[src/verilog/frc_pkg.sv]
// fault retry controller: shared constants, register map, types
// assumes one 200 MHz clock and an AXI4-Lite master on the same clock
`default_nettype none

package frc_pkg;
    // timing: one wait unit of 0.1 s
    localparam int CLK_HZ        = 200_000_000;
    localparam int WAIT_UNIT_MS  = 100;
    localparam int TICK_CYCLES   = CLK_HZ / 1000 * WAIT_UNIT_MS;
    localparam int WAIT_MAX_S    = 360;
    localparam int WAIT_DEF_S    = 1;
    localparam int WAIT_ZERO_MS  = 100;
    localparam logic [15:0] WAIT_MAX  = 16'(WAIT_MAX_S * 1000 / WAIT_UNIT_MS);
    localparam logic [15:0] WAIT_RST  = 16'(WAIT_DEF_S * 1000 / WAIT_UNIT_MS);
    localparam logic [15:0] WAIT_ZERO = 16'(WAIT_ZERO_MS / WAIT_UNIT_MS);
    localparam int SUCCESS_MULT  = 4;
    // setting encodings
    localparam logic [15:0] SEL_MAX       = 16'h0005;
    localparam logic [15:0] LIM_DIR_MAX   = 16'h000a;
    localparam logic [15:0] LIM_HOLD_BASE = 16'h0064;
    localparam logic [15:0] LIM_HOLD_MAX  = 16'h006e;
    localparam logic [15:0] COAST_OFF     = 16'h270f;
    localparam logic [15:0] TERM_POS      = 16'h0040;
    localparam logic [15:0] TERM_NEG      = 16'h00a4;
    // retry sets, one bit per fault code
    localparam logic [19:0] SET_ALL   = 20'hfffff;
    localparam logic [19:0] SET_OC    = 20'h00007;
    localparam logic [19:0] SET_OV    = 20'h00038;
    localparam logic [19:0] SET_OCOV  = 20'h0003f;
    localparam logic [19:0] SET_NOTH  = 20'hff73f;
    localparam logic [19:0] SET_OC_AC = 20'h00005;
    // register byte offsets
    localparam logic [4:0] REG_SEL   = 5'h00;
    localparam logic [4:0] REG_LIM   = 5'h04;
    localparam logic [4:0] REG_WAIT  = 5'h08;
    localparam logic [4:0] REG_SUCC  = 5'h0c;
    localparam logic [4:0] REG_COAST = 5'h10;
    localparam logic [4:0] REG_TERM  = 5'h14;
    localparam logic [4:0] REG_STAT  = 5'h18;
    // status fields
    localparam int STAT_FAIL_LSB  = 0;
    localparam int STAT_CODE_LSB  = 8;
    localparam int STAT_STATE_LSB = 16;
    localparam logic [1:0] RESP_OKAY   = 2'b00;
    localparam logic [1:0] RESP_SLVERR = 2'b10;

    typedef enum logic [4:0] {
        OVERCURRENT_TRIP_A, OVERCURRENT_TRIP_B, OVERCURRENT_TRIP_C,
        OVERVOLTAGE_TRIP_A, OVERVOLTAGE_TRIP_B, OVERVOLTAGE_TRIP_C,
        MOTOR_THERMAL_TRIP, DRIVE_THERMAL_TRIP, BRAKE_CIRCUIT_TRIP,
        GROUND_FAULT_TRIP, USB_COMM_TRIP, EXTERNAL_THERMAL_TRIP,
        STALL_OVERLOAD_TRIP, OPTION_CARD_TRIP, PARAM_STORE_FAULT,
        BRAKE_SEQUENCE_TRIP_A, BRAKE_SEQUENCE_TRIP_B,
        BRAKE_SEQUENCE_TRIP_C, BRAKE_SEQUENCE_TRIP_D,
        INPUT_PHASE_LOSS_TRIP
    } frc_code_t;

    typedef enum logic [2:0] {
        ST_RUN, ST_WAIT, ST_WATCH, ST_HOLD, ST_EXCESS
    } frc_state_t;

    typedef struct packed {
        logic [31:0] awaddr;
        logic        awvalid;
        logic [31:0] wdata;
        logic [3:0]  wstrb;
        logic        wvalid;
        logic        bready;
        logic [31:0] araddr;
        logic        arvalid;
        logic        rready;
    } frc_axi_req_t;

    typedef struct packed {
        logic        awready;
        logic        wready;
        logic        bvalid;
        logic [1:0]  bresp;
        logic        arready;
        logic        rvalid;
        logic [31:0] rdata;
        logic [1:0]  rresp;
    } frc_axi_rsp_t;
endpackage : frc_pkg

`default_nettype wire

[src/verilog/frc_tick_gen.sv]
// fault retry controller: 0.1 s tick generator
// assumes an asynchronous active-low reset already released cleanly
`default_nettype none

module frc_tick_gen #(
    parameter int TICKS = 20_000_000
) (
    input  wire logic ref_clk,
    input  wire logic rstN,
    input  wire logic restart,
    output logic      tick
);
    import frc_pkg::*;

    localparam int CW = $clog2(TICKS);

    generate
        if (TICKS < 2) begin : g_bad
            $error("frc_tick_gen: TICKS below 2");
        end
    endgenerate

    logic [CW-1:0] cnt_r; // cycles within the current tick

    // restart realigns the tick grid to the start of a timed interval
    always_ff @(posedge ref_clk or negedge rstN) begin
        if (!rstN) begin
            cnt_r <= '0;
            tick  <= 1'b0;
        end else if (restart) begin
            cnt_r <= '0;
            tick  <= 1'b0;
        end else if (cnt_r == CW'(TICKS - 1)) begin
            cnt_r <= '0;
            tick  <= 1'b1;
        end else begin
            cnt_r <= cnt_r + 1'b1;
            tick  <= 1'b0;
        end
    end
endmodule : frc_tick_gen

`default_nettype wire

[src/verilog/frc_axil_slave.sv]
// fault retry controller: AXI4-Lite slave front end
// assumes the register file answers reads combinationally
`default_nettype none

module frc_axil_slave (
    input  wire logic                 ref_clk,
    input  wire logic                 rstN,
    input  wire frc_pkg::frc_axi_req_t req,
    output frc_pkg::frc_axi_rsp_t     rsp,
    output logic                      wrEn,
    output logic [31:0]               wrAddr,
    output logic [31:0]               wrData,
    output logic [3:0]                wrStrb,
    input  wire logic                 wrOk,
    output logic [31:0]               rdAddr,
    input  wire logic [31:0]          rdData,
    input  wire logic                 rdOk
);
    import frc_pkg::*;

    logic        bvalid_r; // write answer pending
    logic [1:0]  bresp_r;
    logic        rvalid_r; // read answer pending
    logic [1:0]  rresp_r;
    logic [31:0] rdata_r;
    logic        wrGo;
    logic        rdGo;

    // address and data taken together, one write at a time
    assign wrGo   = req.awvalid && req.wvalid && !bvalid_r;
    assign rdGo   = req.arvalid && !rvalid_r;
    assign wrEn   = wrGo;
    assign wrAddr = req.awaddr;
    assign wrData = req.wdata;
    assign wrStrb = req.wstrb;
    assign rdAddr = req.araddr;
    assign rsp    = {wrGo, wrGo, bvalid_r, bresp_r, rdGo, rvalid_r, rdata_r, rresp_r};

    // write answer, unmapped gets slverr
    always_ff @(posedge ref_clk or negedge rstN) begin
        if (!rstN) begin
            bvalid_r <= 1'b0;
            bresp_r  <= RESP_OKAY;
        end else if (wrGo) begin
            bvalid_r <= 1'b1;
            bresp_r  <= wrOk ? RESP_OKAY : RESP_SLVERR;
        end else if (req.bready) begin
            bvalid_r <= 1'b0;
        end
    end

    // read answer, data captured at acceptance
    always_ff @(posedge ref_clk or negedge rstN) begin
        if (!rstN) begin
            rvalid_r <= 1'b0;
            rresp_r  <= RESP_OKAY;
            rdata_r  <= 32'h0;
        end else if (rdGo) begin
            rvalid_r <= 1'b1;
            rresp_r  <= rdOk ? RESP_OKAY : RESP_SLVERR;
            rdata_r  <= rdData;
        end else if (req.rready) begin
            rvalid_r <= 1'b0;
        end
    end
endmodule : frc_axil_slave

`default_nettype wire

[src/verilog/frc_fault_retry.sv]
// fault retry controller: retry sequencer and register file
// assumes trip reports come from logic on ref_clk; external reset is a pin
`default_nettype none

module frc_fault_retry #(
    parameter int TICK_CYCLES = frc_pkg::TICK_CYCLES
) (
    input  wire logic                 ref_clk,
    input  wire logic                 resetn,
    input  wire frc_pkg::frc_axi_req_t axiReq,
    output frc_pkg::frc_axi_rsp_t     axiRsp,
    input  wire logic                 tripValid,
    input  wire frc_pkg::frc_code_t   tripCode,
    input  wire logic                 storeFaultAtPowerOn,
    input  wire logic                 extResetReq,
    output logic                      faultOut,
    output logic                      retryActiveOut,
    output logic                      terminalOut,
    output logic                      retryExcessFault,
    output logic                      faultClearPulse,
    output logic                      restartPulse,
    output logic                      restartFlying,
    output logic                      thermDataClear,
    output frc_pkg::frc_code_t        firstFaultCode
);
    import frc_pkg::*;

    logic [1:0]  rstSync_r;   // reset release synchroniser
    logic        rstN;
    logic [1:0]  extSync_r;   // external reset pin synchroniser
    logic        wrEn;
    logic [31:0] wrAddr;
    logic [31:0] wrData;
    logic [3:0]  wrStrb;
    logic [31:0] rdAddr;
    logic [31:0] rdData;
    logic        tick;
    logic [15:0] sel_r;       // retry_fault_select
    logic [15:0] lim_r;       // retry_count_limit
    logic [15:0] wait_r;      // retry_wait_time, 0.1 s units
    logic [15:0] succ_r;      // retry_success_count
    logic [15:0] coast_r;     // restart_coast_time
    logic [15:0] term_r;      // output_terminal_select
    frc_state_t  state_r;
    frc_code_t   code_r;      // first fault of the episode
    logic [3:0]  failCnt_r;   // consecutive retries attempted
    logic [15:0] waitLat_r;   // wait latched at trip
    logic [15:0] tickCnt_r;   // ticks since interval start
    logic        tickClr_r;
    logic        porDone_r;
    logic        retryOk;
    logic        expire;
    logic        success;
    logic        succClr;
    logic [15:0] wrVal;

    // true when this fault may start a retry
    function automatic logic inSet(input logic [15:0] sel, input frc_code_t c);
        logic [19:0] m;
        m = 20'h0;
        case (sel)
            16'h0000: m = SET_ALL;
            16'h0001: m = SET_OC;
            16'h0002: m = SET_OV;
            16'h0003: m = SET_OCOV;
            16'h0004: m = SET_NOTH;
            16'h0005: m = SET_OC_AC;
            default:  m = 20'h0;
        endcase
        inSet = m[c];
    endfunction : inSet

    // allowed retries for a limit setting, zero when disabled
    function automatic logic [3:0] allowed(input logic [15:0] lim);
        allowed = 4'h0;
        if (lim != 16'h0 && lim <= LIM_DIR_MAX)
            allowed = lim[3:0];
        else if (lim > LIM_HOLD_BASE && lim <= LIM_HOLD_MAX)
            allowed = 4'(lim - LIM_HOLD_BASE);
    endfunction : allowed

    // hold mode keeps the fault output up during retry
    function automatic logic holdMode(input logic [15:0] lim);
        holdMode = lim > LIM_HOLD_BASE && lim <= LIM_HOLD_MAX;
    endfunction : holdMode

    function automatic logic mapped(input logic [31:0] a);
        mapped = a[31:5] == 27'h0 && a[1:0] == 2'b00 && a[4:0] <= REG_STAT;
    endfunction : mapped

    // reset released through two flops
    always_ff @(posedge ref_clk or negedge resetn) begin
        if (!resetn)
            rstSync_r <= 2'b00;
        else
            rstSync_r <= {rstSync_r[0], 1'b1};
    end
    assign rstN = rstSync_r[1];

    // external reset pin, two flops before use
    always_ff @(posedge ref_clk or negedge rstN) begin
        if (!rstN)
            extSync_r <= 2'b00;
        else
            extSync_r <= {extSync_r[0], extResetReq};
    end

    frc_axil_slave u_bus (
        .ref_clk (ref_clk),
        .rstN    (rstN),
        .req     (axiReq),
        .rsp     (axiRsp),
        .wrEn    (wrEn),
        .wrAddr  (wrAddr),
        .wrData  (wrData),
        .wrStrb  (wrStrb),
        .wrOk    (mapped(wrAddr)),
        .rdAddr  (rdAddr),
        .rdData  (rdData),
        .rdOk    (mapped(rdAddr))
    );

    frc_tick_gen #(
        .TICKS (TICK_CYCLES)
    ) u_tick (
        .ref_clk (ref_clk),
        .rstN    (rstN),
        .restart (tickClr_r),
        .tick    (tick)
    );

    // byte lanes 0 and 1 carry the 16-bit settings
    assign wrVal = {wrStrb[1] ? wrData[15:8] : 8'h0, wrStrb[0] ? wrData[7:0] : 8'h0};

    // decision on a trip: selected, enabled, not power-on store fault
    assign retryOk = inSet(sel_r, tripCode) && allowed(lim_r) != 4'h0
        && !(tripCode == PARAM_STORE_FAULT && storeFaultAtPowerOn);
    assign expire  = state_r == ST_WAIT && tick && tickCnt_r + 16'h1 == waitLat_r;
    // more than four waits, i.e. first tick past the product
    assign success = state_r == ST_WATCH && !tripValid && tick
        && tickCnt_r == 16'(SUCCESS_MULT) * waitLat_r;
    assign succClr = wrEn && wrAddr[4:0] == REG_SUCC && mapped(wrAddr) && wrVal == 16'h0;

    // settings; out-of-range select, limit and wait values are refused and the old value kept
    always_ff @(posedge ref_clk or negedge rstN) begin
        if (!rstN) begin
            sel_r   <= 16'h0;
            lim_r   <= 16'h0;
            wait_r  <= WAIT_RST;
            coast_r <= COAST_OFF;
            term_r  <= 16'h0;
        end else if (wrEn && mapped(wrAddr)) begin
            case (wrAddr[4:0])
                REG_SEL:   if (wrVal <= SEL_MAX) sel_r <= wrVal;
                REG_LIM:   if (wrVal <= LIM_DIR_MAX || holdMode(wrVal)) lim_r <= wrVal;
                REG_WAIT:  if (wrVal <= WAIT_MAX) wait_r <= wrVal;
                REG_COAST: coast_r <= wrVal;
                REG_TERM:  term_r <= wrVal;
                default:   ;
            endcase
        end
    end

    // success counter; a success in the clearing cycle still counts
    always_ff @(posedge ref_clk or negedge rstN) begin
        if (!rstN)
            succ_r <= 16'h0;
        else if (success)
            succ_r <= succClr ? 16'h1 : (succ_r == 16'hffff ? succ_r : succ_r + 16'h1);
        else if (succClr)
            succ_r <= 16'h0;
    end

    // register read mux
    always_comb begin
        rdData = 32'h0;
        case (rdAddr[4:0])
            REG_SEL:   rdData[15:0] = sel_r;
            REG_LIM:   rdData[15:0] = lim_r;
            REG_WAIT:  rdData[15:0] = wait_r;
            REG_SUCC:  rdData[15:0] = succ_r;
            REG_COAST: rdData[15:0] = coast_r;
            REG_TERM:  rdData[15:0] = term_r;
            REG_STAT: begin
                rdData[STAT_FAIL_LSB +: 4]  = failCnt_r;
                rdData[STAT_CODE_LSB +: 5]  = code_r;
                rdData[STAT_STATE_LSB +: 3] = state_r;
            end
            default:   rdData = 32'h0;
        endcase
        if (!mapped(rdAddr))
            rdData = 32'h0;
    end

    // retry sequencer
    always_ff @(posedge ref_clk or negedge rstN) begin
        if (!rstN) begin
            state_r   <= ST_RUN;
            code_r    <= OVERCURRENT_TRIP_A;
            failCnt_r <= 4'h0;
            waitLat_r <= WAIT_RST;
            tickClr_r <= 1'b0;
        end else begin
            tickClr_r <= 1'b0;
            unique case (state_r)
                ST_RUN: begin
                    if (tripValid) begin
                        code_r    <= tripCode;
                        failCnt_r <= 4'h0;
                        // zero wait behaves as one unit
                        waitLat_r <= wait_r == 16'h0 ? WAIT_ZERO : wait_r;
                        tickClr_r <= 1'b1;
                        state_r   <= retryOk ? ST_WAIT : ST_HOLD;
                    end
                end
                ST_WAIT: begin
                    // later trips while waiting leave the record alone
                    if (expire) begin
                        failCnt_r <= failCnt_r + 4'h1;
                        tickClr_r <= 1'b1;
                        state_r   <= ST_WATCH;
                    end
                end
                ST_WATCH: begin
                    if (tripValid) begin
                        tickClr_r <= 1'b1;
                        if (!retryOk)
                            state_r <= ST_HOLD;
                        else if (failCnt_r >= allowed(lim_r))
                            state_r <= ST_EXCESS;
                        else
                            state_r <= ST_WAIT;
                    end else if (success) begin
                        failCnt_r <= 4'h0;
                        state_r   <= ST_RUN;
                    end
                end
                ST_HOLD, ST_EXCESS: begin
                    // only an outside reset leaves a held trip
                    if (extSync_r[1])
                        state_r <= ST_RUN;
                end
                default: state_r <= ST_HOLD;
            endcase
        end
    end

    // ticks elapsed in the current wait or watch interval
    always_ff @(posedge ref_clk or negedge rstN) begin
        if (!rstN)
            tickCnt_r <= 16'h0;
        else if (tickClr_r)
            tickCnt_r <= 16'h0;
        else if (tick && tickCnt_r != 16'hffff)
            tickCnt_r <= tickCnt_r + 16'h1;
    end

    // restart strobes; retry clear leaves thermal and brake duty data
    always_ff @(posedge ref_clk or negedge rstN) begin
        if (!rstN) begin
            faultClearPulse <= 1'b0;
            restartPulse    <= 1'b0;
            restartFlying   <= 1'b0;
        end else begin
            faultClearPulse <= expire;
            restartPulse    <= expire;
            if (expire)
                restartFlying <= coast_r != COAST_OFF;
        end
    end

    // thermal data wipe only after power-on reset
    always_ff @(posedge ref_clk or negedge rstN) begin
        if (!rstN) begin
            porDone_r      <= 1'b0;
            thermDataClear <= 1'b0;
        end else begin
            porDone_r      <= 1'b1;
            thermDataClear <= !porDone_r;
        end
    end

    // status outputs follow state one cycle later
    always_ff @(posedge ref_clk or negedge rstN) begin
        if (!rstN) begin
            faultOut         <= 1'b0;
            retryActiveOut   <= 1'b0;
            terminalOut      <= 1'b0;
            retryExcessFault <= 1'b0;
            firstFaultCode   <= OVERCURRENT_TRIP_A;
        end else begin
            faultOut         <= state_r == ST_HOLD || state_r == ST_EXCESS
                || (state_r == ST_WAIT && holdMode(lim_r));
            retryActiveOut   <= state_r == ST_WAIT;
            terminalOut      <= (term_r == TERM_POS && state_r == ST_WAIT)
                || (term_r == TERM_NEG && state_r != ST_WAIT);
            retryExcessFault <= state_r == ST_EXCESS;
            firstFaultCode   <= code_r;
        end
    end
endmodule : frc_fault_retry

`default_nettype wire

[config.mk]
export PLATFORM = sky130hd
export DESIGN_NAME = frc_fault_retry
export DESIGN_NICKNAME = d
export VERILOG_FILES = /design/src/verilog/frc_pkg.sv /design/src/verilog/frc_tick_gen.sv /design/src/verilog/frc_axil_slave.sv /design/src/verilog/frc_fault_retry.sv
export SDC_FILE = /design/constraint.sdc
export NUM_CORES = 1
export LEC_CHECK = 0
export BUFFER_PORTS_ARGS = -buffer_cell sky130_fd_sc_hd__buf_2
export CAP_MARGIN = 40
export CORE_ASPECT_RATIO = 0.7
export CORE_UTILIZATION = 45
export CTS_CLUSTER_DIAMETER = 100
export DETAILED_ROUTE_END_ITERATION = 6
export PLACE_DENSITY = 0.66
export SETUP_SLACK_MARGIN = 0.02
export SYNTH_ARGS = -nofsm -noshare
export SYNTH_HDL_FRONTEND = slang
export SYNTH_SLANG_ARGS = --single-unit
[constraint.sdc]
create_clock -name ref_clk -period 12.5 [get_ports ref_clk]
set_input_delay 2.5 -clock ref_clk [delete_from_list [all_inputs] [get_ports ref_clk]]
set_output_delay 2.5 -clock ref_clk [all_outputs]
set_load 0.02 [all_outputs]
Word level (Yosys, flattened, before mapping) --
Cells that the tools add are included.
Cells by class: div/mod/pow operators 0, bitwise operators 0, multiplexer cells 50, $lt $le $gt $ge 12, shift operators 0, eq/ne operators 37, multiply operators 0, reduce and logical (&&, ||, !) cells 63, $add $sub $neg 5
Operators by type and width (count):
- $pmux 20 s6 | 1
- $mux 16 | 7
- $logic_not 27->1 | 2
- $mux 25 | 2
- $logic_not 16->1 | 3
- $mux 4 | 9
- $pmux 5 s7 | 1
- $add 16x1->16 const B | 2
- $eq 16x16->1 | 2
- $eq 16x2->1 const B | 2
- $eq 16x3->1 const B | 2
- $gt 16x7->1 const B | 2
- $le 16x4->1 const B | 2
- $le 16x7->1 const B | 2
- $pmux 4 s7 | 1
- $logic_and 1x1->1 | 26
- $add 25x1->25 const B | 1
- $eq 25x25->1 const B | 1
- $eq 5x4->1 const B | 5
- $eq 5x5->1 const B | 5
- $mux 3 | 8
- $pmux 4 s6 | 1
- $mux 19 | 1
- $pmux 3 s6 | 1
- 41 further kinds | 78
Storage, ports and cells: register bits 222, bits in writable memories 0, latch bits 0, output and inout bits 54, memories kept 0, ROM bits 0

Depth between registers and ports, before layout --
Gate-level depths: netlist of the first run.
depth after elaboration 15, depth in mapped cells 13, gate-level depth less buffers 13

Cells and area by module --
From an unflattened synthesis of the first run, not the netlist that was laid out.
Second synthesis, totals: cell total of the unflattened synthesis 1199, area total of the unflattened synthesis 12488.2 µm²
By module, submodules not included:
- frc_fault_retry | times used 1, seq. area each 3968.8 µm², cells an instance 864, area each 8777.2 µm²
- frc_axil_slave | times used 1, seq. area each 900.9 µm², cells an instance 190, area each 2309.7 µm²
- frc_tick_gen | times used 1, seq. area each 650.6 µm², cells an instance 145, area each 1401.3 µm²

Worst setup path after synthesis of the first run --
Ideal clock, no wire load.
path kind input to output, from input port axiReq[72] (netlist name), to output port axiRsp[39] (netlist name), data arrival time 2927 ps, path slack 7073 ps, buffers on the path 1, stages on the path 3, path through nand2_1 > nor2_1 > buf_4
On the way: word-level cells in the longest chain between the ends 2
RTL lines:
- start, declared | line frc_fault_retry.sv:10 | input wire frc_pkg::frc_axi_req_t axiReq,
- $logic_and 1x1->1 (2 in a row) | line frc_axil_slave.sv:30 | assign wrGo = req.awvalid && req.wvalid && !bvalid_r;
- end, declared | line frc_fault_retry.sv:11 | output frc_pkg::frc_axi_rsp_t axiRsp,
Every way passes these cells.

==> impl_metrics.env, run 1 <==
export IMPL_grt_pass1_wl_um=45500
export IMPL_routedWlPerCell_um=18.4
export IMPL_coreArea_um2=22900
export IMPL_wirelength_um=28400
export IMPL_antenna_cells=0
export IMPL_cts_hold_buffers=0
export IMPL_max_freq_mhz=163
export IMPL_fillers=2104
export IMPL_synth_edf_count=0
export IMPL_fin_crit_sh_pct=49.2
export IMPL_crit_fanout=21
export IMPL_p_int_mw=1.22
export IMPL_grt_usage_pct=24.2
export IMPL_peakVddDrop_uv=106
export IMPL_p_seq_share_pct=45.6
export IMPL_die_y_um=131
export IMPL_grt_max_degree=66
export IMPL_place_area_um2=11600
export IMPL_hold_viol=0
export IMPL_regArea_um2=5200
export IMPL_cts_buffers=22
export IMPL_area_growth_pct=16.9
export IMPL_ant_nets=0
export IMPL_io_buffers=135
export IMPL_multi_input_area_um2=5080
export IMPL_synth_distinct_cells=73
export IMPL_dr_pass1_iters=5
export IMPL_crit_type="in2out"
export IMPL_outcome="finished clean"
export IMPL_viasPerCell=5.68
export IMPL_start_kind="primary input"
export IMPL_grt_pass1_vias=8156
export IMPL_clk_pin_slew_worst_paths_ps=60
export IMPL_ys_warn_count=0
export IMPL_globalplace_congestion=0.934
export IMPL_yosys_area_top_type="dfrtp_1"
export IMPL_row_count=46
export IMPL_top_register="u_tick.cnt_r"
export IMPL_netlist_area_um2=10600
export IMPL_async_flop_share_pct=100
export IMPL_cts_sinks=207
export IMPL_route_detailed_drc=0
export IMPL_critical_path_required_ps=10000
export IMPL_gr_total_overflow=0
export IMPL_postLayoutCellArea_um2=12400
export IMPL_rsz0062_at_grt="false"
export IMPL_p_leak_nw=5.46
export IMPL_fin_skew_ps=9.79
export IMPL_largestRegisters="u_tick.cnt_r (25), u_bus.rdata_r (19)"
export IMPL_setup_violations=0
export IMPL_switching_power_mw=0.433
export IMPL_yosys_area_top_type_share_pct=45.9
export IMPL_p_sw_share_pct=26.2
export IMPL_syn_inst=1101
export IMPL_cp_data_arrival_time_ps=3650
export IMPL_synthFlopType="dfrtp_1"
export IMPL_worstSkewPairLatency_ps=500
export IMPL_max_slew_margin_pct=40.5
export IMPL_worst_slew_pin_slew_ps=891
export IMPL_dpl_hpwl_um=20900
export IMPL_die_width_um=186
export IMPL_dieArea_um2=24300
export IMPL_post_cts_resized=0
export IMPL_nets=1345
export IMPL_drive_above_1_share_pct=20.8
export IMPL_maxCapViolations=0
export IMPL_largest_register_ff_count=25
export IMPL_cts_htree_levels=1
export IMPL_cts_tree="built"
export IMPL_finalCriticalPeriod_ps=6150
export IMPL_timing_final_max_slew_violations=0
export IMPL_power_density_nw_per_um2=133
export IMPL_power_frac_comb_pct=10.7
export IMPL_drtIter0Drc=883
export IMPL_setup_tns_ps=0
export IMPL_hp_class="reg2reg"
export IMPL_start_util_pct=46.4
export IMPL_antenna_found_initial=0
export IMPL_num_vias=8779
export IMPL_power_frac_clock_pct=43.6
export IMPL_post_cts_setup_buffers=0
export IMPL_io_pins=169
export IMPL_synthTopCellsByArea="dfrtp_1 46%, xnor2_1 4.6%, nand2_1 4.1%, o21ai_0 3.4%, nor2_1 3.2%"
export IMPL_root_buffer="clkbuf_16"
export IMPL_worstSetupEndpointType="output port"
export IMPL_ys_seq_area_share_pct=48.8
export IMPL_syn_avg_cell_area_um2=9.66
export IMPL_clock_path_buffers=3
export IMPL_synth_seq_cells=207
cells in the final DEF (no fill, tap or decap), types with 6 or more instances in the layout:
cell type / Yosys / final
nand2_1: 115 / 115
dfstp_2: 12 / 12
xor2_1: 20 / 20
nor2_1: 91 / 91
a22oi_1: 40 / 40
conb_1: 2 / 17
a22o_1: 19 / 19
or3_1: 6 / 6
nand3_1: 60 / 60
inv_1: 19 / 19
a222oi_1: 9 / 9
nor4_1: 35 / 33
and2_1: 36 / 36
or4_1: 8 / 8
nor3_1: 31 / 27
nand4_1: 24 / 24
or2_2: 8 / 8
nand2b_1: 8 / 8
o21ai_0: 73 / 73
mux2i_1: 6 / 6
and3_1: 8 / 8
nor4b_1: 7 / 6
xnor2_1: 56 / 56
nand3b_1: 7 / 7
buf_2: 11 / 135
mux2_2: 21 / 21
clkbuf_16: 0 / 23
dfrtp_1: 195 / 194
buf_4: 23 / 11
a21oi_1: 24 / 24
ha_1: 13 / 13
final timing paths:
check                           slack [ps]             end  cells after the start    startpoint
worst max-delay path                  6350      axiRsp[35]                      4     axiReq[1]
min in group asynchronous              420  thermDataClear                      0  rstSync_r[1]
worst max register to register        9280      state_r[0]                     12      lim_r[2]
worst min register to register         350    rstSync_r[1]                      0  rstSync_r[0]
worst min-delay path                   350    rstSync_r[1]                      0  rstSync_r[0]
max in group asynchronous            10380     coast_r[13]                      4  rstSync_r[1]
cell usage after synthesis (3+ instances only):
| cell type | instances |
|---|---|
| a22oi_1 | 40 |
| nor4b_1 | 7 |
| nor2_1 | 91 |
| or2_2 | 8 |
| and2_1 | 36 |
| buf_4 | 23 |
| nand3b_1 | 7 |
| o21bai_1 | 3 |
| nand4b_1 | 3 |
| xor2_1 | 20 |
| and3_1 | 8 |
| nand2_1 | 115 |
| a22o_1 | 19 |
| nand3_1 | 60 |
| dfstp_2 | 12 |
| nor2b_1 | 5 |
| nand2b_1 | 8 |
| dfrtp_1 | 195 |
| o21ai_0 | 73 |
| inv_1 | 19 |
| or3_1 | 6 |
| and4_1 | 5 |
| mux2i_1 | 6 |
| mux2_2 | 21 |
| or4_1 | 8 |
| nand4_1 | 24 |
| ha_1 | 13 |
| nor3b_1 | 3 |
| xnor2_1 | 56 |
| nor4_1 | 35 |
| buf_2 | 11 |
| o221ai_1 | 4 |
| a222oi_1 | 9 |
| nor3_1 | 31 |
| a21oi_1 | 24 |
| clkbuf_1 | 42 |
kinds of logic (layout without fill, tap and decap cells):
group / after synthesis / in the layout / share of synthesized area, %
flip-flops: 207 / 207 / 48.8
AO/OA/AOI/OAI: 205 / 205 / 13.0
buffers and inverters: 96 / 213 / 4.33
XOR/XNOR: 76 / 76 / 6.26
multiplexers: 28 / 28 / 2.93
other: 2 / 17 / 0.0706
adder cells (fa/ha/maj): 13 / 13 / 1.53
AND/OR/NAND/NOR: 474 / 474 / 23.0
final cells by class:
class,instances,share of cell area [%]
Inverter,19,0.573
Sequential cell,207,41.8
Clock inverter,14,1.65
Multi-Input combinational cell,813,40.9
Clock buffer,26,4.80
Timing Repair Buffer,154,7.17
Tap cell,312,3.14
critical path, stage by stage:
cell,delay [ps]
buf_2,90
nand2_1,640
inv_1,190
buf_2,220
metrics by stage:
step	setup WS [ps]	utilization, %	total power, mW	hold WS (ps)	cells
3_5_place_dp	6380	50.8	0.945	339	1505
6_report	6350	54.3	1.65	349	1545
4_1_cts	6380	54.3	1.67	353	1545
3_3_place_gp	6410	50.1	0.940	335	1495
5_1_grt	6290	54.3	1.72	366	1545
2_1_floorplan	6330	-	0.876	331	1116
power groups by stage:
stage / clock [mW] / combinational (mW) / sequential, mW
final: 0.722 / 0.177 / 0.755
after global routing: 0.758 / 0.199 / 0.763
after CTS: 0.733 / 0.178 / 0.756
after detailed placement: 0 / 0.177 / 0.768
after global placement: 0 / 0.173 / 0.767
after floorplan: 0 / 0.115 / 0.761
metal layers:
metal / track usage [%] / up-vias / routed length, µm
met1: 38.9 / 4251 / 14500
met4: 5.26 / 0 / 506
met2: 32.9 / 332 / 11300
li1: - / 4165 / -
met5: 0 / - / 0
met3: 4.77 / 31 / 2080
Power figures use the tool's default switching activity.
==> inputs of run 2 (changes only) <==
==> constraint.sdc (replaced) <==
create_clock -name ref_clk -period 6 [get_ports ref_clk]
set_input_delay 1.2 -clock ref_clk [delete_from_list [all_inputs] [get_ports ref_clk]]
set_output_delay 1.2 -clock ref_clk [all_outputs]
set_load 0.02 [all_outputs]
==> run 2 against run 1 <==
  * First-iteration DRC count is 12% lower
  * Sequential share of layout area up 0.30 points
  * Combinational power grew 110%
  * Non-clock buffer count decreased by 2
  * Die area stayed put
==> impl_metrics.env, run 2 (synthesis results as in run 1) <==
export IMPL_worstSkewPairLatency_ps=510
export IMPL_p_leak_nw=5.43
export IMPL_cts_hold_buffers=0
export IMPL_antenna_found_initial=0
export IMPL_num_vias=8793
export IMPL_p_sw_share_pct=26.4
export IMPL_post_cts_setup_buffers=0
export IMPL_wirelength_um=28500
export IMPL_multi_input_area_um2=5070
export IMPL_gr_total_overflow=0
export IMPL_cts_buffers=22
export IMPL_nets=1343
export IMPL_regArea_um2=5200
export IMPL_dp_slack_ps=2300
export IMPL_peakVddDrop_uv=170
export IMPL_route_detailed_drc=0
export IMPL_final_cells=1543
export IMPL_clock_path_buffers=3
export IMPL_hold_viol=0
export IMPL_switching_power_mw=0.876
export IMPL_fillers=2079
export IMPL_rsz0062_at_grt="false"
export IMPL_use_met1_pct=37.8
export IMPL_outcome="finished clean"
export IMPL_io_buffers=135
export IMPL_dpl_hpwl_um=20800
export IMPL_clk_pin_slew_worst_paths_ps=60
export IMPL_row_count=46
export IMPL_dr_pass1_iters=5
export IMPL_grt_pass1_wl_um=44900
export IMPL_p_int_mw=2.44
export IMPL_fin_skew_ps=14.3
export IMPL_top_register="u_tick.cnt_r"
export IMPL_setup_tns_ps=0
export IMPL_antenna_cells=0
export IMPL_gr_usage_met3_pct=5.88
export IMPL_coreArea_um2=22900
export IMPL_cts_tree="built"
export IMPL_die_width_um=186
export IMPL_postLayoutCellArea_um2=12300
export IMPL_start_util_pct=46.4
export IMPL_setup_violations=0
export IMPL_grt_pass1_vias=8044
export IMPL_critical_path_required_ps=4800
export IMPL_utilization_pct=53.9
export IMPL_root_buffer="clkbuf_16"
export IMPL_p_seq_share_pct=47.2
export IMPL_setup_slack_ps=2450
export IMPL_crit_type="in2out"
export IMPL_die_y_um=131
export IMPL_globalplace_congestion=0.912
export IMPL_dieArea_um2=24300
export IMPL_top_usage_layer="met1"
export IMPL_largest_register_ff_count=25
export IMPL_max_freq_mhz=281
export IMPL_power_density_nw_per_um2=268
export IMPL_cts_sinks=207
export IMPL_drive_above_1_share_pct=20.5
export IMPL_viasPerCell=5.70
export IMPL_ant_nets=0
export IMPL_mostFrequentLayoutCell="dfrtp_1"
export IMPL_start_kind="primary input"
export IMPL_total_power_mw=3.32
export IMPL_layout_common_cells="194 x dfrtp_1, 135 x buf_2, 115 x nand2_1"
export IMPL_io_pins=169
export IMPL_post_cts_resized=0
export IMPL_hold_slack_ps=343
export IMPL_area_growth_pct=16.1
export IMPL_power_frac_clock_pct=41.5
export IMPL_finalCriticalPeriod_ps=3550
export IMPL_max_slew_margin_pct=41.6
export IMPL_worst_slew_pin_slew_ps=874
export IMPL_place_area_um2=11600
export IMPL_fin_crit_sh_pct=59.2
export IMPL_cts_htree_levels=1
export IMPL_use_met2_pct=33.3
export IMPL_grt_max_degree=142
export IMPL_drtIter0Drc=775
export IMPL_cp_data_arrival_time_ps=2350
export IMPL_crit_fanout=21
export IMPL_worstSetupEndpointType="output port"
export IMPL_maxCapViolations=0
export IMPL_grt_usage_pct=24.0
export IMPL_hp_class="reg2async"
export IMPL_largestRegisters="u_tick.cnt_r (25), u_bus.rdata_r (19)"
export IMPL_timing_final_max_slew_violations=0
export IMPL_placed_cells=1503
export IMPL_routedWlPerCell_um=18.5
export IMPL_power_frac_comb_pct=11.4
==> run 2: layout make-up <==
class | count | area share [%]
clock buffers | 36 | 5.87
clock inverters | 4 | 0.213
inverters | 19 | 0.578
multi-input cells | 813 | 41.1
flip-flops and latches | 207 | 42.1
well taps | 312 | 3.16
repair buffers | 152 | 7.01
==> run 2: path summary, 6_finish.rpt <==
path                              start                end  slack, ps  cells after the start
max                           axiReq[1]         axiRsp[35]       2450                      4
min                        rstSync_r[1]  firstFaultCode[2]        340                      1
max reg2reg                   lim_r[15]         state_r[0]       2730                     10
min reg2reg                rstSync_r[1]  firstFaultCode[2]        340                      1
max in group asynchronous  rstSync_r[1]          sel_r[11]       4930                      1
min in group ref_clk       rstSync_r[0]       rstSync_r[1]        350                      0
==> run 2: worst max-delay path, cell delays in order <==
cell and delay [ps]:
buf_2 100, nand2_1 630, inv_1 200, buf_2 220
==> run 2: layer usage <==
| metal | share of wire, % | wire, µm |
|---|---|---|
| met1 | 50 | 14100 |
| met3 | 8.4 | 2390 |
| met5 | 0 | 0 |
| met4 | 1.3 | 361 |
| met2 | 41 | 11600 |
==> run 2: power groups by stage <==
| stage | logic (mW) | registers [mW] | clock network [mW] |
|---|---|---|---|
| global placement | 0.362 | 1.59 | 0 |
| finish | 0.377 | 1.56 | 1.37 |
| detailed placement | 0.377 | 1.59 | 0 |
| global route | 0.422 | 1.58 | 1.45 |
| CTS | 0.379 | 1.56 | 1.40 |
| floorplan | 0.240 | 1.58 | 0 |
==> inputs of run 3 (changes only) <==
--- a/config.mk
+++ b/config.mk
@@ -5,13 +5,14 @@
 export SDC_FILE = /design/constraint.sdc
 export NUM_CORES = 1
 export LEC_CHECK = 0
+export ABC_AREA = 1
 export BUFFER_PORTS_ARGS = -buffer_cell sky130_fd_sc_hd__buf_2
 export CAP_MARGIN = 40
 export CORE_ASPECT_RATIO = 0.7
 export CORE_UTILIZATION = 45
 export CTS_CLUSTER_DIAMETER = 100
 export DETAILED_ROUTE_END_ITERATION = 6
-export PLACE_DENSITY = 0.66
+export PLACE_DENSITY = 0.65
 export SETUP_SLACK_MARGIN = 0.02
 export SYNTH_ARGS = -nofsm -noshare
 export SYNTH_HDL_FRONTEND = slang
==> constraint.sdc (replaced) <==
create_clock -name ref_clk -period 3.5 [get_ports ref_clk]
set_input_delay 0.7 -clock ref_clk [delete_from_list [all_inputs] [get_ports ref_clk]]
set_output_delay 0.7 -clock ref_clk [all_outputs]
set_load 0.02 [all_outputs]
==> run 3 against run 2 <==
  * First-iteration DRC count increased by 44%
  * Via count increased by 19%
  * Critical path depth increased by 16
  * Clock skew shrank 6.3 ps
  * Utilization grew 0.14 points
  * Register-to-register slack lost 1900 ps
  * Hold slack worse by 100 ps
  * Power is 82% higher
  * Die area grew 5.3%
  * Synthesized cell count is 31% higher
  * Sequential share of layout area is 2.1 points lower
  * Critical path type is now reg2reg
==> impl_metrics.env, run 3 <==
export IMPL_regArea_um2=5200
export IMPL_p_int_mw=4.32
export IMPL_largest_register_ff_count=25
export IMPL_die_y_um=134
export IMPL_netlist_area_um2=11200
export IMPL_yosys_area_top_type="dfrtp_1"
export IMPL_dpl_hpwl_um=25500
export IMPL_mostFrequentLayoutCell="nand2_1"
export IMPL_peakVddDrop_uv=348
export IMPL_fin_crit_sh_pct=77.1
export IMPL_dr_pass1_iters=6
export IMPL_clk_pin_slew_worst_paths_ps=60
export IMPL_fin_skew_ps=8.01
export IMPL_power_density_nw_per_um2=464
export IMPL_synthTopCellsByArea="dfrtp_1 44%, nand2_1 10%, inv_1 7.2%, nor2_1 4.3%, nand3_1 3.6%"
export IMPL_die_width_um=191
export IMPL_worst_slew_pin_slew_ps=812
export IMPL_max_slew_margin_pct=45.8
export IMPL_cp_data_arrival_time_ps=3150
export IMPL_crit_type="reg2reg"
export IMPL_critical_path_required_ps=3950
export IMPL_synthFlopType="dfrtp_1"
export IMPL_r2r_start="lim_r[2]"
export IMPL_hp_class="reg2async"
export IMPL_dp_slack_ps=735
export IMPL_synth_seq_cells=207
export IMPL_drtIter0Drc=1114
export IMPL_synth_distinct_cells=52
export IMPL_start_kind="flip-flop"
export IMPL_hold_viol=0
export IMPL_timing_final_max_slew_violations=0
export IMPL_maxCapViolations=0
export IMPL_critPathLaunch="lim_r[2]"
export IMPL_async_flop_share_pct=100
export IMPL_setup_slack_ps=802
export IMPL_outcome="finished clean"
export IMPL_syn_inst=1440
export IMPL_largestRegisters="u_tick.cnt_r (25), u_bus.rdata_r (19)"
export IMPL_total_power_mw=6.03
export IMPL_setup_violations=0
export IMPL_cp_common_cell="nand2_1"
export IMPL_cts_tree="built"
export IMPL_multi_input_area_um2=4930
export IMPL_synthTopCellsByCount="308 x nand2_1, 214 x inv_1, 195 x dfrtp_1"
export IMPL_cts_htree_levels=1
export IMPL_worstReg2RegEnd="state_r[0]"
export IMPL_ys_seq_area_share_pct=46.3
export IMPL_ys_warn_count=0
export IMPL_antenna_found_initial=0
export IMPL_fillers=2281
export IMPL_dieArea_um2=25600
export IMPL_nets=1711
export IMPL_drive_above_1_share_pct=15.5
export IMPL_layout_common_cells="308 x nand2_1, 214 x inv_1, 194 x dfrtp_1"
export IMPL_setup_tns_ps=0
export IMPL_power_frac_comb_pct=15.6
export IMPL_route_detailed_drc=0
export IMPL_io_pins=169
export IMPL_cts_sinks=207
export IMPL_ant_nets=0
export IMPL_cp_slowest_cell="dfrtp_1"
export IMPL_viasPerCell=5.49
export IMPL_yosys_area_top_type_share_pct=43.5
export IMPL_clock_path_buffers=3
export IMPL_rrSetupSlack_ps=800
export IMPL_worstSkewPairLatency_ps=500
export IMPL_antenna_cells=0
export IMPL_p_leak_nw=6.30
export IMPL_crit_fanout=6
export IMPL_cpPeakStageDelay_ps=430
export IMPL_grt_usage_pct=26.5
export IMPL_root_buffer="clkbuf_16"
export IMPL_row_count=47
export IMPL_max_freq_mhz=371
export IMPL_gr_total_overflow=0
export IMPL_grt_pass1_wl_um=52800
export IMPL_io_buffers=135
export IMPL_num_vias=10500
export IMPL_coreArea_um2=24100
export IMPL_routedWlPerCell_um=17.5
export IMPL_rsz0062_at_grt="false"
export IMPL_area_growth_pct=15.9
export IMPL_reg2regPathDepth=20
export IMPL_wirelength_um=33500
export IMPL_worstSetupEndpointType="flip-flop"
export IMPL_yosysMostFrequentCell="nand2_1"
export IMPL_switching_power_mw=1.71
export IMPL_start_util_pct=46.6
export IMPL_p_sw_share_pct=28.4
export IMPL_top_register="u_tick.cnt_r"
export IMPL_grt_max_degree=73
export IMPL_syn_avg_cell_area_um2=7.79
export IMPL_finalCriticalPeriod_ps=2700
export IMPL_p_seq_share_pct=44.2
export IMPL_grt_pass1_vias=9609
export IMPL_cts_buffers=22
export IMPL_post_cts_setup_buffers=0
export IMPL_crit_chain="inv_1 > ha_1 > nand2_1 > nand2_1 > nand2_1 > nor2_1 > nand3_1 > a21oi_1 > ha_1 > inv_1 > nand2_1 > a21oi_1 > o21bai_1 > a21oi_1 > inv_1 > nand3_1 > nand2_1 > nand2_1 > nand3_1 > nand2_1"
export IMPL_globalplace_congestion=0.994
export IMPL_synth_edf_count=0
export IMPL_power_frac_clock_pct=40.3
## run 3: cell count changes in the layout (fill, tap and decap cells not counted), moves of 39 or more
cell | before | now
xnor2_1 | 56 | 6
a22oi_1 | 40 | 1
nand2_1 | 115 | 308
inv_1 | 19 | 214
o22ai_1 | 2 | 49
o21ai_1 | 1 | 64
## run 3: final cells by class
cell class,instances,share of cell area (%)
inverters,221,6.38
repair buffers,160,6.83
clock buffers,33,5.26
flip-flops and latches,207,40.0
clock inverters,4,0.539
well taps,318,3.06
multi-input cells,971,37.9
## run 3: repair_timing
item | CTS | global route
hold endpoints to repair | 2 | 0
endpoints found under the setup margin | 0 | 0
resized for setup | 0 | 0
hold buffers | 1 | 0
## run 3: routing by layer
metal	track usage (%)	vias up	part of all wire (%)	wire (µm)
met2	34.0	552	37	12500
met1	42.5	4883	49	16500
met4	3.87	0	1.4	485
met5	0	-	0	0
met3	8.92	40	12	4110
li1	-	5032	-	-
## run 3: how the worst max path moves through the flow
stage	to	slack, ps	cells past startpoint
finish	state_r[0]	800	20
global route	state_r[0]	460	20
CTS	state_r[0]	860	20
detailed placement	wait_r[14]	740	11
global placement	wait_r[13]	770	11
floorplan	coast_r[11]	100	0
## run 3: power groups by stage
stage | Sequential, mW | Clock (mW) | Combinational, mW
floorplan | 2.74 | 0 | 0.587
global placement | 2.70 | 0 | 0.916
detailed placement | 2.71 | 0 | 0.933
CTS | 2.66 | 2.48 | 0.939
global route | 2.68 | 2.57 | 1.06
finish | 2.67 | 2.43 | 0.940
## run 3: logic make-up after synthesis
logic type / Yosys count / share of synthesized area [%]
DFF: 207 / 46.3
adders and majority gates: 13 / 1.45
AOI/OAI and AO/OA: 244 / 12.6
other: 2 / 0.0670
and+or+nand+nor: 672 / 27.4
xor gates and xnor gates: 25 / 1.95
buffers and inverters: 277 / 10.2
## run 3: worst max-delay path, delay by kind of cell (launching register included)
family / cells / cell delay [ps]
compound gates: 4 / 640
buf+inv: 3 / 330
simple gates: 11 / 820
fa+ha+maj: 2 / 440
flops: 1 / 430
## run 3: stage by stage
step | util [%] | cell area, µm² | cells | hold slack [ps]
floorplan | - | 11300 | 1455 | 331
global placement | 50.9 | 12200 | 1875 | 250
detailed placement | 50.9 | 12200 | 1876 | 250
CTS | 54.0 | 13000 | 1914 | 256
global route | 54.0 | 13000 | 1914 | 276
finish | 54.0 | 13000 | 1914 | 240
